==> config.mk <==
export PLATFORM = sky130hd
export DESIGN_NAME = rta_alarm_top
export DESIGN_NICKNAME = d
export VERILOG_FILES = /design/src/design/rta_pkg.sv /design/src/design/rta_alarm_match.sv /design/src/design/rta_alarm_top.sv /design/src/design/rta_time_core.sv
export SDC_FILE = /design/constraint.sdc
export NUM_CORES = 1
export LEC_CHECK = 0
export ABC_AREA = 1
export ABC_CLOCK_PERIOD_IN_PS = 6600
export BUFFER_PORTS_ARGS = -buffer_cell sky130_fd_sc_hd__buf_2
export CAP_MARGIN = 20
export CORE_MARGIN = 2
export CORE_UTILIZATION = 43
export DETAILED_ROUTE_END_ITERATION = 10
export PLACE_DENSITY = 0.64
export SLEW_MARGIN = 20
export SYNTH_ARGS = -nofsm -noshare
export SYNTH_HDL_FRONTEND = slang
export SYNTH_SLANG_ARGS = --single-unit
==> constraint.sdc <==
create_clock -name clk -period 6.6 [get_ports clk]
set_input_delay 0.33 -clock clk [delete_from_list [all_inputs] [get_ports clk]]
set_output_delay 0.33 -clock clk [all_outputs]
set_load 0.02 [all_outputs]
==> src/design/rta_pkg.sv <==
// Package of offsets, field layouts, reset values and timing for the alarm block
package rta_pkg;

  // ----------------------------------------------------------------
  // Register byte offsets
  // ----------------------------------------------------------------
  localparam logic [7:0] OFF_CTRL = 8'h0c;
  localparam logic [7:0] OFF_ALARM_DATE = 8'h10;
  localparam logic [7:0] OFF_ALARM_TIME = 8'h14;
  localparam logic [7:0] OFF_CUR_DATE = 8'h18;
  localparam logic [7:0] OFF_CUR_TIME = 8'h1c;
  localparam logic [7:0] OFF_IRQ_RAW = 8'h20;
  localparam logic [7:0] OFF_IRQ_ENABLE = 8'h24;
  localparam logic [7:0] OFF_IRQ_FORCE = 8'h28;
  localparam logic [7:0] OFF_IRQ_STATUS = 8'h2c;

  // ----------------------------------------------------------------
  // Field positions
  // ----------------------------------------------------------------
  localparam int YEAR_LSB = 12;
  localparam int MONTH_LSB = 8;
  localparam int DAY_LSB = 0;
  localparam int WDAY_LSB = 24;
  localparam int HOUR_LSB = 16;
  localparam int MIN_LSB = 8;
  localparam int SEC_LSB = 0;
  localparam int YEAR_ON_BIT = 26;
  localparam int MONTH_ON_BIT = 25;
  localparam int DAY_ON_BIT = 24;
  localparam int GLOBAL_ON_BIT = 28;
  localparam int MATCH_ACTIVE_BIT = 29;
  localparam int WDAY_ON_BIT = 31;
  localparam int HOUR_ON_BIT = 30;
  localparam int MIN_ON_BIT = 29;
  localparam int SEC_ON_BIT = 28;
  localparam int CTRL_ENABLE_BIT = 0;
  localparam int CTRL_ACTIVE_BIT = 1;
  localparam int IRQ_BIT = 0;

  // Compare table: year, month, day, weekday, hour, minute, second
  localparam int NUM_FIELDS = 7;
  localparam int FLD_LSB [NUM_FIELDS] = '{YEAR_LSB, MONTH_LSB, DAY_LSB,
    WDAY_LSB, HOUR_LSB, MIN_LSB, SEC_LSB};
  localparam int FLD_W [NUM_FIELDS] = '{12, 4, 5, 3, 5, 6, 6};
  localparam int FLD_ON [NUM_FIELDS] = '{YEAR_ON_BIT, MONTH_ON_BIT,
    DAY_ON_BIT, WDAY_ON_BIT, HOUR_ON_BIT, MIN_ON_BIT, SEC_ON_BIT};
  localparam bit FLD_IS_DATE [NUM_FIELDS] = '{1, 1, 1, 0, 0, 0, 0};

  // Writable bits; everything else is reserved and reads zero, except date alarm bit 29, which reads match_active
  localparam logic [31:0] ALARM_DATE_WMASK = 32'h17ffff1f;
  localparam logic [31:0] ALARM_TIME_WMASK = 32'hf71f3f3f;

  // ----------------------------------------------------------------
  // Reset values
  // ----------------------------------------------------------------
  localparam logic [31:0] RST_ALARM_DATE = 32'h00000000;
  localparam logic [31:0] RST_ALARM_TIME = 32'h00000000;
  localparam logic [11:0] RST_YEAR = 12'h000;
  localparam logic [3:0] RST_MONTH = 4'h1;
  localparam logic [4:0] RST_DAY = 5'h01;
  localparam logic [2:0] RST_WDAY = 3'h0;

  // Calendar limits
  localparam logic [3:0] MONTH_MAX = 4'hc;
  localparam logic [2:0] WDAY_MAX = 3'h6;
  localparam logic [4:0] HOUR_MAX = 5'h17;
  localparam logic [5:0] MIN_MAX = 6'h3b;
  localparam logic [5:0] SEC_MAX = 6'h3b;

  // ----------------------------------------------------------------
  // Timing
  // ----------------------------------------------------------------
  localparam longint CLK_HZ = 200000000;
  localparam longint TICK_PERIOD_S = 1;
  localparam int unsigned TICK_CYCLES = int'(CLK_HZ * TICK_PERIOD_S);

  // AXI responses
  localparam logic [1:0] RESP_OKAY = 2'h0;
  localparam logic [1:0] RESP_SLVERR = 2'h2;

endpackage : rta_pkg

==> src/design/rta_alarm_match.sv <==
// Per-field alarm comparator with individual and global enables
`timescale 1ns/1ps
`default_nettype none
module rta_alarm_match (
  input wire logic [31:0] alarm_date,
  input wire logic [31:0] alarm_time,
  input wire logic [31:0] cur_date,
  input wire logic [31:0] cur_time,
  input wire logic global_alarm_on,
  output logic alarm_hit
);

  logic [rta_pkg::NUM_FIELDS-1:0] field_ok;

  // A disabled field always passes, so fewer enables give a recurring alarm
  for (genvar i = 0; i < rta_pkg::NUM_FIELDS; i++) begin : g_field
    localparam logic [31:0] MASK =
      32'((64'h1 << rta_pkg::FLD_W[i]) - 64'h1);
    logic [31:0] a_src;
    logic [31:0] c_src;
    logic on;
    assign a_src = rta_pkg::FLD_IS_DATE[i] ? alarm_date : alarm_time;
    assign c_src = rta_pkg::FLD_IS_DATE[i] ? cur_date : cur_time;
    assign on = a_src[rta_pkg::FLD_ON[i]];
    assign field_ok[i] = !on || ((((a_src ^ c_src) >> rta_pkg::FLD_LSB[i])
                         & MASK) == 32'h0);
  end

  // Whole match only while the global enable is set
  assign alarm_hit = global_alarm_on && (&field_ok);

endmodule : rta_alarm_match
`default_nettype wire

==> src/design/rta_alarm_top.sv <==
// Calendar clock alarm-match and interrupt block with AXI4-Lite registers
//
// Chosen here: the AXI4-Lite register port.
`timescale 1ns/1ps
`default_nettype none
module rta_alarm_top #(
  parameter int unsigned TICK_CYCLES = rta_pkg::TICK_CYCLES,
  parameter int ADDR_W = 8
) (
  input wire logic clk,
  input wire logic reset,
  input wire logic [ADDR_W-1:0] s_axi_awaddr,
  input wire logic s_axi_awvalid,
  output logic s_axi_awready,
  input wire logic [31:0] s_axi_wdata,
  input wire logic [3:0] s_axi_wstrb,
  input wire logic s_axi_wvalid,
  output logic s_axi_wready,
  output logic [1:0] s_axi_bresp,
  output logic s_axi_bvalid,
  input wire logic s_axi_bready,
  input wire logic [ADDR_W-1:0] s_axi_araddr,
  input wire logic s_axi_arvalid,
  output logic s_axi_arready,
  output logic [31:0] s_axi_rdata,
  output logic [1:0] s_axi_rresp,
  output logic s_axi_rvalid,
  input wire logic s_axi_rready,
  output logic irq
);

  // ----------------------------------------------------------------
  // Declarations
  // ----------------------------------------------------------------
  logic aw_held, next_aw_held, w_held, next_w_held;
  logic [7:0] waddr, next_waddr, raddr_byte;
  logic [31:0] wdata, next_wdata;
  logic [3:0] wstrb, next_wstrb;
  logic next_bvalid, next_rvalid;
  logic [1:0] next_bresp, next_rresp;
  logic [31:0] next_rdata, rd_mux;
  logic do_write, do_read;
  logic ctrl_enable, next_ctrl_enable;
  logic [31:0] alarm_date_setup, next_alarm_date_setup;
  logic [31:0] alarm_time_setup, next_alarm_time_setup;
  logic irq_raw_flag, next_irq_raw_flag;
  logic irq_enable_mask, next_irq_enable_mask;
  logic irq_force_bit, next_irq_force_bit;
  logic irq_masked_status;
  logic match_active, next_match_active;
  logic hit_prev, next_hit_prev;
  logic [31:0] date_shadow, next_date_shadow;
  logic [31:0] cur_date, cur_time;
  logic alarm_hit, running, global_alarm_on;
  logic [11:0] year;
  logic [3:0] month;
  logic [4:0] day, hour;
  logic [2:0] wday;
  logic [5:0] minute, second;

  // Known offset check, used by both read and write paths
  function automatic logic reg_known(input logic [7:0] a);
    case (a)
      rta_pkg::OFF_CTRL, rta_pkg::OFF_ALARM_DATE, rta_pkg::OFF_ALARM_TIME,
      rta_pkg::OFF_CUR_DATE, rta_pkg::OFF_CUR_TIME, rta_pkg::OFF_IRQ_RAW,
      rta_pkg::OFF_IRQ_ENABLE, rta_pkg::OFF_IRQ_FORCE,
      rta_pkg::OFF_IRQ_STATUS: reg_known = 1'b1;
      default: reg_known = 1'b0;
    endcase
  endfunction : reg_known

  // Byte-lane merge limited to writable bits
  function automatic logic [31:0] merge(input logic [31:0] old_v,
                                        input logic [31:0] new_v,
                                        input logic [3:0] strb,
                                        input logic [31:0] wmask);
    logic [31:0] lanes;
    lanes = {{8{strb[3]}}, {8{strb[2]}}, {8{strb[1]}}, {8{strb[0]}}};
    merge = ((old_v & ~lanes) | (new_v & lanes)) & wmask;
  endfunction : merge

  // ----------------------------------------------------------------
  // Counter core and comparator
  // ----------------------------------------------------------------
  rta_time_core #(
    .TICK_CYCLES(TICK_CYCLES)
  ) u_core (
    .clk(clk),
    .reset(reset),
    .run_enable(ctrl_enable),
    .running(running),
    .year(year),
    .month(month),
    .day(day),
    .wday(wday),
    .hour(hour),
    .minute(minute),
    .second(second)
  );

  // Running values laid out as the alarm registers
  assign cur_date = {8'h0, year, month, 3'h0, day};
  assign cur_time = {5'h0, wday, 3'h0, hour, 2'h0, minute, 2'h0, second};
  assign global_alarm_on = alarm_date_setup[rta_pkg::GLOBAL_ON_BIT];

  rta_alarm_match u_match (
    .alarm_date(alarm_date_setup),
    .alarm_time(alarm_time_setup),
    .cur_date(cur_date),
    .cur_time(cur_time),
    .global_alarm_on(global_alarm_on),
    .alarm_hit(alarm_hit)
  );

  // ----------------------------------------------------------------
  // AXI4-Lite handshakes
  // ----------------------------------------------------------------
  // Address and data are parked separately; the write fires once both sit
  assign s_axi_awready = !aw_held && !s_axi_bvalid;
  assign s_axi_wready = !w_held && !s_axi_bvalid;
  assign s_axi_arready = !s_axi_rvalid;
  assign do_write = aw_held && w_held && !s_axi_bvalid;
  assign do_read = s_axi_arvalid && s_axi_arready;
  assign raddr_byte = 8'(s_axi_araddr);

  // Read data selection; reserved bits read zero
  always_comb begin
    rd_mux = 32'h0;
    case (raddr_byte)
      rta_pkg::OFF_CTRL: begin
        rd_mux[rta_pkg::CTRL_ENABLE_BIT] = ctrl_enable;
        rd_mux[rta_pkg::CTRL_ACTIVE_BIT] = running;
      end
      rta_pkg::OFF_ALARM_DATE: begin
        rd_mux = alarm_date_setup;
        rd_mux[rta_pkg::MATCH_ACTIVE_BIT] = match_active;
      end
      rta_pkg::OFF_ALARM_TIME: rd_mux = alarm_time_setup;
      rta_pkg::OFF_CUR_DATE: rd_mux = date_shadow;
      rta_pkg::OFF_CUR_TIME: rd_mux = cur_time;
      rta_pkg::OFF_IRQ_RAW: rd_mux[rta_pkg::IRQ_BIT] = irq_raw_flag;
      rta_pkg::OFF_IRQ_ENABLE: rd_mux[rta_pkg::IRQ_BIT] = irq_enable_mask;
      rta_pkg::OFF_IRQ_FORCE: rd_mux[rta_pkg::IRQ_BIT] = irq_force_bit;
      rta_pkg::OFF_IRQ_STATUS: rd_mux[rta_pkg::IRQ_BIT] = irq_masked_status;
      default: rd_mux = 32'h0;
    endcase
  end

  // Bus channel next state
  always_comb begin
    next_aw_held = aw_held;
    next_w_held = w_held;
    next_waddr = waddr;
    next_wdata = wdata;
    next_wstrb = wstrb;
    next_bvalid = s_axi_bvalid;
    next_bresp = s_axi_bresp;
    next_rvalid = s_axi_rvalid;
    next_rresp = s_axi_rresp;
    next_rdata = s_axi_rdata;
    if (s_axi_awvalid && s_axi_awready) begin
      next_aw_held = 1'b1;
      next_waddr = 8'(s_axi_awaddr);
    end
    if (s_axi_wvalid && s_axi_wready) begin
      next_w_held = 1'b1;
      next_wdata = s_axi_wdata;
      next_wstrb = s_axi_wstrb;
    end
    if (do_write) begin
      next_aw_held = 1'b0;
      next_w_held = 1'b0;
      next_bvalid = 1'b1;
      next_bresp = reg_known(waddr) ? rta_pkg::RESP_OKAY : rta_pkg::RESP_SLVERR;
    end else if (s_axi_bvalid && s_axi_bready) begin
      next_bvalid = 1'b0;
    end
    if (do_read) begin
      next_rvalid = 1'b1;
      next_rdata = rd_mux;
      next_rresp = reg_known(raddr_byte) ? rta_pkg::RESP_OKAY
                                         : rta_pkg::RESP_SLVERR;
    end else if (s_axi_rvalid && s_axi_rready) begin
      next_rvalid = 1'b0;
    end
  end

  // Bus channel registers
  always_ff @(posedge clk or posedge reset) begin
    if (reset) begin
      aw_held <= 1'b0;
      w_held <= 1'b0;
      waddr <= 8'h0;
      wdata <= 32'h0;
      wstrb <= 4'h0;
      s_axi_bvalid <= 1'b0;
      s_axi_bresp <= 2'h0;
      s_axi_rvalid <= 1'b0;
      s_axi_rresp <= 2'h0;
      s_axi_rdata <= 32'h0;
    end else begin
      aw_held <= next_aw_held;
      w_held <= next_w_held;
      waddr <= next_waddr;
      wdata <= next_wdata;
      wstrb <= next_wstrb;
      s_axi_bvalid <= next_bvalid;
      s_axi_bresp <= next_bresp;
      s_axi_rvalid <= next_rvalid;
      s_axi_rresp <= next_rresp;
      s_axi_rdata <= next_rdata;
    end
  end

  // ----------------------------------------------------------------
  // Control, alarm and interrupt registers
  // ----------------------------------------------------------------
  // Software must leave the fields alone while the global enable is on;
  // the hardware does not lock them, it only compares what it holds
  always_comb begin
    next_ctrl_enable = ctrl_enable;
    next_alarm_date_setup = alarm_date_setup;
    next_alarm_time_setup = alarm_time_setup;
    next_irq_enable_mask = irq_enable_mask;
    next_irq_force_bit = irq_force_bit;
    next_irq_raw_flag = irq_raw_flag;
    next_match_active = global_alarm_on;
    next_hit_prev = alarm_hit;
    next_date_shadow = date_shadow;
    if (do_read && raddr_byte == rta_pkg::OFF_CUR_TIME) begin
      next_date_shadow = cur_date;
    end
    if (do_write && wstrb[0]) begin
      case (waddr)
        rta_pkg::OFF_CTRL:
          next_ctrl_enable = wdata[rta_pkg::CTRL_ENABLE_BIT];
        rta_pkg::OFF_IRQ_RAW:
          if (wdata[rta_pkg::IRQ_BIT]) next_irq_raw_flag = 1'b0;
        rta_pkg::OFF_IRQ_ENABLE:
          next_irq_enable_mask = wdata[rta_pkg::IRQ_BIT];
        rta_pkg::OFF_IRQ_FORCE:
          next_irq_force_bit = wdata[rta_pkg::IRQ_BIT];
        default: ;
      endcase
    end
    if (do_write && waddr == rta_pkg::OFF_ALARM_DATE) begin
      next_alarm_date_setup = merge(alarm_date_setup, wdata, wstrb,
                                    rta_pkg::ALARM_DATE_WMASK);
    end
    if (do_write && waddr == rta_pkg::OFF_ALARM_TIME) begin
      next_alarm_time_setup = merge(alarm_time_setup, wdata, wstrb,
                                    rta_pkg::ALARM_TIME_WMASK);
    end
    // Rising edge only, so a held match cannot block a clear; set wins
    if (alarm_hit && !hit_prev) begin
      next_irq_raw_flag = 1'b1;
    end
  end

  // Register state
  always_ff @(posedge clk or posedge reset) begin
    if (reset) begin
      ctrl_enable <= 1'b0;
      alarm_date_setup <= rta_pkg::RST_ALARM_DATE;
      alarm_time_setup <= rta_pkg::RST_ALARM_TIME;
      irq_enable_mask <= 1'b0;
      irq_force_bit <= 1'b0;
      irq_raw_flag <= 1'b0;
      match_active <= 1'b0;
      hit_prev <= 1'b0;
      date_shadow <= 32'h0;
    end else begin
      ctrl_enable <= next_ctrl_enable;
      alarm_date_setup <= next_alarm_date_setup;
      alarm_time_setup <= next_alarm_time_setup;
      irq_enable_mask <= next_irq_enable_mask;
      irq_force_bit <= next_irq_force_bit;
      irq_raw_flag <= next_irq_raw_flag;
      match_active <= next_match_active;
      hit_prev <= next_hit_prev;
      date_shadow <= next_date_shadow;
    end
  end

  // Masked and forced status drives the interrupt line
  assign irq_masked_status = (irq_raw_flag & irq_enable_mask) | irq_force_bit;
  assign irq = irq_masked_status;

  // ----------------------------------------------------------------
  // Checks
  // ----------------------------------------------------------------
  a_raw_on_match: assert property (@(posedge clk) disable iff (reset)
    (alarm_hit && !hit_prev) |=> irq_raw_flag)
    else $error("raw flag missed an alarm match");

  a_global_gate: assert property (@(posedge clk) disable iff (reset)
    !global_alarm_on |-> !alarm_hit ##1 !match_active)
    else $error("match seen with global enable off");

  a_irq_combine: assert property (@(posedge clk) disable iff (reset)
    irq_force_bit || (irq_raw_flag && irq_enable_mask) |-> irq)
    else $error("interrupt low with cause present");

  a_date_fields: assert property (@(posedge clk) disable iff (reset)
    (alarm_date_setup & ~rta_pkg::ALARM_DATE_WMASK) == 32'h0)
    else $error("reserved date alarm bit set");

  a_time_fields: assert property (@(posedge clk) disable iff (reset)
    (alarm_time_setup & ~rta_pkg::ALARM_TIME_WMASK) == 32'h0)
    else $error("reserved time alarm bit set");

  a_seconds_only: assert property (@(posedge clk) disable iff (reset)
    (global_alarm_on && alarm_time_setup[31:28] == 4'h1
     && alarm_date_setup[26:24] == 3'h0
     && alarm_time_setup[5:0] == second) |-> alarm_hit)
    else $error("seconds-only alarm did not match");

  a_date_snapshot: assert property (@(posedge clk) disable iff (reset)
    (do_read && raddr_byte == rta_pkg::OFF_CUR_TIME)
    |=> date_shadow == $past(cur_date))
    else $error("date snapshot not taken with time read");

  a_time_alarm_reset: assert property (@(posedge clk)
    $fell(reset) |-> alarm_time_setup == 32'h0)
    else $error("time alarm not zero after reset");

endmodule : rta_alarm_top
`default_nettype wire

==> src/design/rta_time_core.sv <==
// Running calendar counter, advanced once per second while enabled
`timescale 1ns/1ps
`default_nettype none
module rta_time_core #(
  parameter int unsigned TICK_CYCLES = rta_pkg::TICK_CYCLES
) (
  input wire logic clk,
  input wire logic reset,
  input wire logic run_enable,
  output logic running,
  output logic [11:0] year,
  output logic [3:0] month,
  output logic [4:0] day,
  output logic [2:0] wday,
  output logic [4:0] hour,
  output logic [5:0] minute,
  output logic [5:0] second
);

  logic [31:0] div, next_div;
  logic next_running;
  logic [11:0] next_year;
  logic [3:0] next_month;
  logic [4:0] next_day;
  logic [2:0] next_wday;
  logic [4:0] next_hour;
  logic [5:0] next_minute;
  logic [5:0] next_second;
  logic tick;

  // Leap years taken as every fourth year; century rule is software's job
  function automatic logic [4:0] month_len(input logic [3:0] m,
                                           input logic [11:0] y);
    case (m)
      4'h2: month_len = (y[1:0] == 2'h0) ? 5'd29 : 5'd28;
      4'h4, 4'h6, 4'h9, 4'hb: month_len = 5'd30;
      default: month_len = 5'd31;
    endcase
  endfunction : month_len

  // Second divider and calendar carry chain
  always_comb begin
    next_running = run_enable;
    next_div = div;
    next_year = year;
    next_month = month;
    next_day = day;
    next_wday = wday;
    next_hour = hour;
    next_minute = minute;
    next_second = second;
    tick = run_enable && (div == 32'(TICK_CYCLES - 1));
    if (!run_enable) begin
      next_div = 32'h0;
    end else if (tick) begin
      next_div = 32'h0;
    end else begin
      next_div = div + 32'h1;
    end
    if (tick) begin
      next_second = second + 6'h1;
      if (second == rta_pkg::SEC_MAX) begin
        next_second = 6'h0;
        next_minute = minute + 6'h1;
        if (minute == rta_pkg::MIN_MAX) begin
          next_minute = 6'h0;
          next_hour = hour + 5'h1;
          if (hour == rta_pkg::HOUR_MAX) begin
            next_hour = 5'h0;
            // Sunday is 0, Monday 1 .. Saturday 6
            next_wday = (wday == rta_pkg::WDAY_MAX) ? 3'h0 : wday + 3'h1;
            next_day = day + 5'h1;
            if (day == month_len(month, year)) begin
              next_day = 5'h1;
              next_month = month + 4'h1;
              if (month == rta_pkg::MONTH_MAX) begin
                next_month = 4'h1;
                next_year = year + 12'h1;
              end
            end
          end
        end
      end
    end
  end

  // Counter state
  always_ff @(posedge clk or posedge reset) begin
    if (reset) begin
      div <= 32'h0;
      running <= 1'b0;
      year <= rta_pkg::RST_YEAR;
      month <= rta_pkg::RST_MONTH;
      day <= rta_pkg::RST_DAY;
      wday <= rta_pkg::RST_WDAY;
      hour <= 5'h0;
      minute <= 6'h0;
      second <= 6'h0;
    end else begin
      div <= next_div;
      running <= next_running;
      year <= next_year;
      month <= next_month;
      day <= next_day;
      wday <= next_wday;
      hour <= next_hour;
      minute <= next_minute;
      second <= next_second;
    end
  end

  a_month_range: assert property (@(posedge clk) disable iff (reset)
    (month >= 4'h1) && (month <= 4'hc) && (day >= 5'h1))
    else $error("month or day out of range");

  a_weekday_range: assert property (@(posedge clk) disable iff (reset)
    wday <= 3'h6)
    else $error("weekday out of range");

  a_hold_stopped: assert property (@(posedge clk) disable iff (reset)
    !run_enable |=> $stable(second) && $stable(minute) && !running)
    else $error("clock moved while disabled");

endmodule : rta_time_core
`default_nettype wire

==> flow_summary.json <==
{
  "place.port_buffers": 92,
  "max_slew_margin": 0.349,
  "dp_hpwl_um": 19100,
  "hold_path_class": "in -> reg",
  "utilization": 0.500,
  "synthArstFlopShare": 1.00,
  "wl_um": 27100,
  "fmax_mhz": 395,
  "fillers": 2570,
  "vias": 9263,
  "fin_crit_sh": 0.384,
  "final_cell_mix": "378 x nand2_1, 224 x dfrtp_1, 140 x nor2_1",
  "netlist.area_leader.share": 0.489,
  "worstPathMaxFanout": 13,
  "synthToLayoutAreaGrowth_pct": 14.1,
  "power_density_nw_per_um2": 287,
  "tightest_slew_ns": 0.977,
  "ys.flop_type": "dfrtp_1",
  "clockRootBuffer": "clkbuf_16",
  "fin_ws_ns": 4.07,
  "rsz0062_at_grt": "no",
  "clkLatencyLatePin_ns": 0.53,
  "syn_area_um2": 11500,
  "setup_viol": 0,
  "yosys.cell_types.count": 46,
  "grt_pass1_wl_um": 45200,
  "final_layout_size_suffix_gt1_frac": 0.141,
  "cap_violations": 0,
  "cts_tree": "built",
  "grt_use_total": 0.196,
  "post-route-min-period_ns": 2.53,
  "synth_area_leaders": "dfrtp_1 49%, nand2_1 12%, nor2_1 4.6%, o21ai_0 4.3%, inv_1 4.1%",
  "cts_buffers": 26,
  "antennaDiodeCount": 0,
  "initial_core_util": 0.438,
  "synth_seq_cells": 226,
  "place_area_um2": 12100,
  "cts_buffer_depth": 3,
  "antenna_found_initial": 0,
  "nNetsFinal": 1559,
  "final_cell_area_um2": 13100,
  "start_kind": "register",
  "overflow": 0,
  "final_common_cell": "nand2_1",
  "rows": 59,
  "synthCells": 1407,
  "die_y_um": 167,
  "worst_setup_path_end_kind": "register",
  "via_per_inst": 5.03,
  "firstDrtPassIters": 10,
  "multi_input_area_um2": 5020,
  "yosysTopAreaCell": "dfrtp_1",
  "synth-edff-count": 0,
  "wire_per_inst_um": 14.7,
  "avgSynthCellArea_um2": 8.14,
  "grt_max_degree": 151,
  "finalClockSkew_ns": 0.0238,
  "hold_viol": 0,
  "yosys_warnings": 0,
  "cts_sinks": 226,
  "grt_pass1_vias": 8735,
  "antenna_left": 0,
  "drt-initial-drc-count": 622,
  "dp_slack_ns": 4.12,
  "required_ns": 7.00,
  "status": "finished with violations",
  "worstSetupPathType": "reg -> reg",
  "die_x_um": 167,
  "final_max_slew_viol_count": 0,
  "clk_pin_slew_ns": 0.06,
  "design.core.area_um2": 26100,
  "num_io_pins": 101,
  "gp_congestion": 0.884,
  "setup_tns_ns": 0,
  "ir_worst_vdd_mv": 0.215,
  "seqCellArea_um2": 5660,
  "htreeDepth": 1,
  "hold_ws_ns": 0.0273,
  "cp.arrival_ns": 2.93,
  "violations": "DRC",
  "dieArea_um2": 28000,
  "ys_seq_area_frac": 0.494,
  "leakagePower_nw": 6.34,
  "drcViolationCount": 2
}
==> kinds of logic (layout without fill, tap and decap cells) <==
family,count (synthesis),count (layout),share of synthesized area
AO/OA/AOI/OAI,184,184,0.0889
XOR/XNOR,73,73,0.0558
adder cells (fa/ha/maj),11,11,0.0120
buffers and inverters,193,289,0.0703
flip-flops,226,226,0.494
multiplexers,11,11,0.0108
other,1,5,0.000327
AND/OR/NAND/NOR,708,708,0.268
==> critical path, cell delays in order, from the launching register on <==
cell	delay (ns)
dfstp_2	0.61
inv_1	0.09
ha_1	0.24
o21ai_0	0.23
nand3_1	0.11
nand2_1	0.08
nand3_2	0.17
nor2_4	0.34
nand3_2	0.31
nand2_1	0.14
nand2_1	0.07
==> metal layers <==
layer	vias up	track usage	wire length, um
met5	-	0	0
met4	0	0.0408	417
met3	30	0.0239	1270
met2	209	0.308	12000
met1	4325	0.293	13400
li1	4699	-	-
==> where the power goes <==
group / switching [mW] / internal, mW
registers: 0.122 / 1.58
clock network: 0.575 / 0.889
logic: 0.387 / 0.198
==> stage by stage <==
step	std cells	total power, mW
floorplan	1411	2.12
global route	1842	3.96
CTS	1841	3.78
detailed placement	1793	2.32
finish	1842	3.75
global placement	1792	2.29
==> Yosys cell counts (13+ instances only) <==
| cell | n |
|---|---|
| nand2_1 | 379 |
| dfrtp_1 | 224 |
| nor2_1 | 140 |
| inv_1 | 126 |
| o21ai_0 | 98 |
| nand3_1 | 93 |
| xor2_1 | 53 |
| a21oi_1 | 47 |
| nand4_1 | 33 |
| clkbuf_1 | 24 |
| nor3_1 | 22 |
| xnor2_1 | 20 |
| buf_2 | 14 |
| buf_4 | 13 |
==> path summary, 6_finish.rpt <==
kind | startpoint | end | slack (ns) | depth (start not counted)
max in group asynchronous | reset | async pin | 4.52 | 4
max reg2reg | u_core.month[0]$_DFFE_PP1P_ | u_core.year[1]$_DFFE_PP0P_ | 4.07 | 10
min in group asynchronous | reset | s_axi_rdata[3]$_DFFE_PP0P_ | 0.49 | 3
max | u_core.month[0]$_DFFE_PP1P_ | u_core.year[1]$_DFFE_PP0P_ | 4.07 | 10
min reg2reg | register | match_active$_DFF_PP0_ | 0.45 | 0
min | s_axi_wstrb[3] | wstrb[3]$_DFFE_PP0P_ | 0.03 | 2
==> what timing repair did <==
| item | CTS | global route |
|---|---|---|
| gates resized for setup | 0 | 0 |
| setup endpoints to repair | 0 | 0 |
| buffers inserted | 0 | 0 |
| hold buffers | 2 | 1 |
| hold endpoints to repair | 2 | 13 |
==> area by class of cell <==
| cell class | count | share of cell area |
|---|---|---|
| Tap cell | 335 | 0.0321 |
| Timing Repair Buffer | 103 | 0.0424 |
| Inverter | 140 | 0.0412 |
| Sequential cell | 226 | 0.433 |
| Multi-Input combinational cell | 992 | 0.384 |
| Clock buffer | 35 | 0.0586 |
| Clock inverter | 11 | 0.00909 |
(Power assumes the default switching activity.)
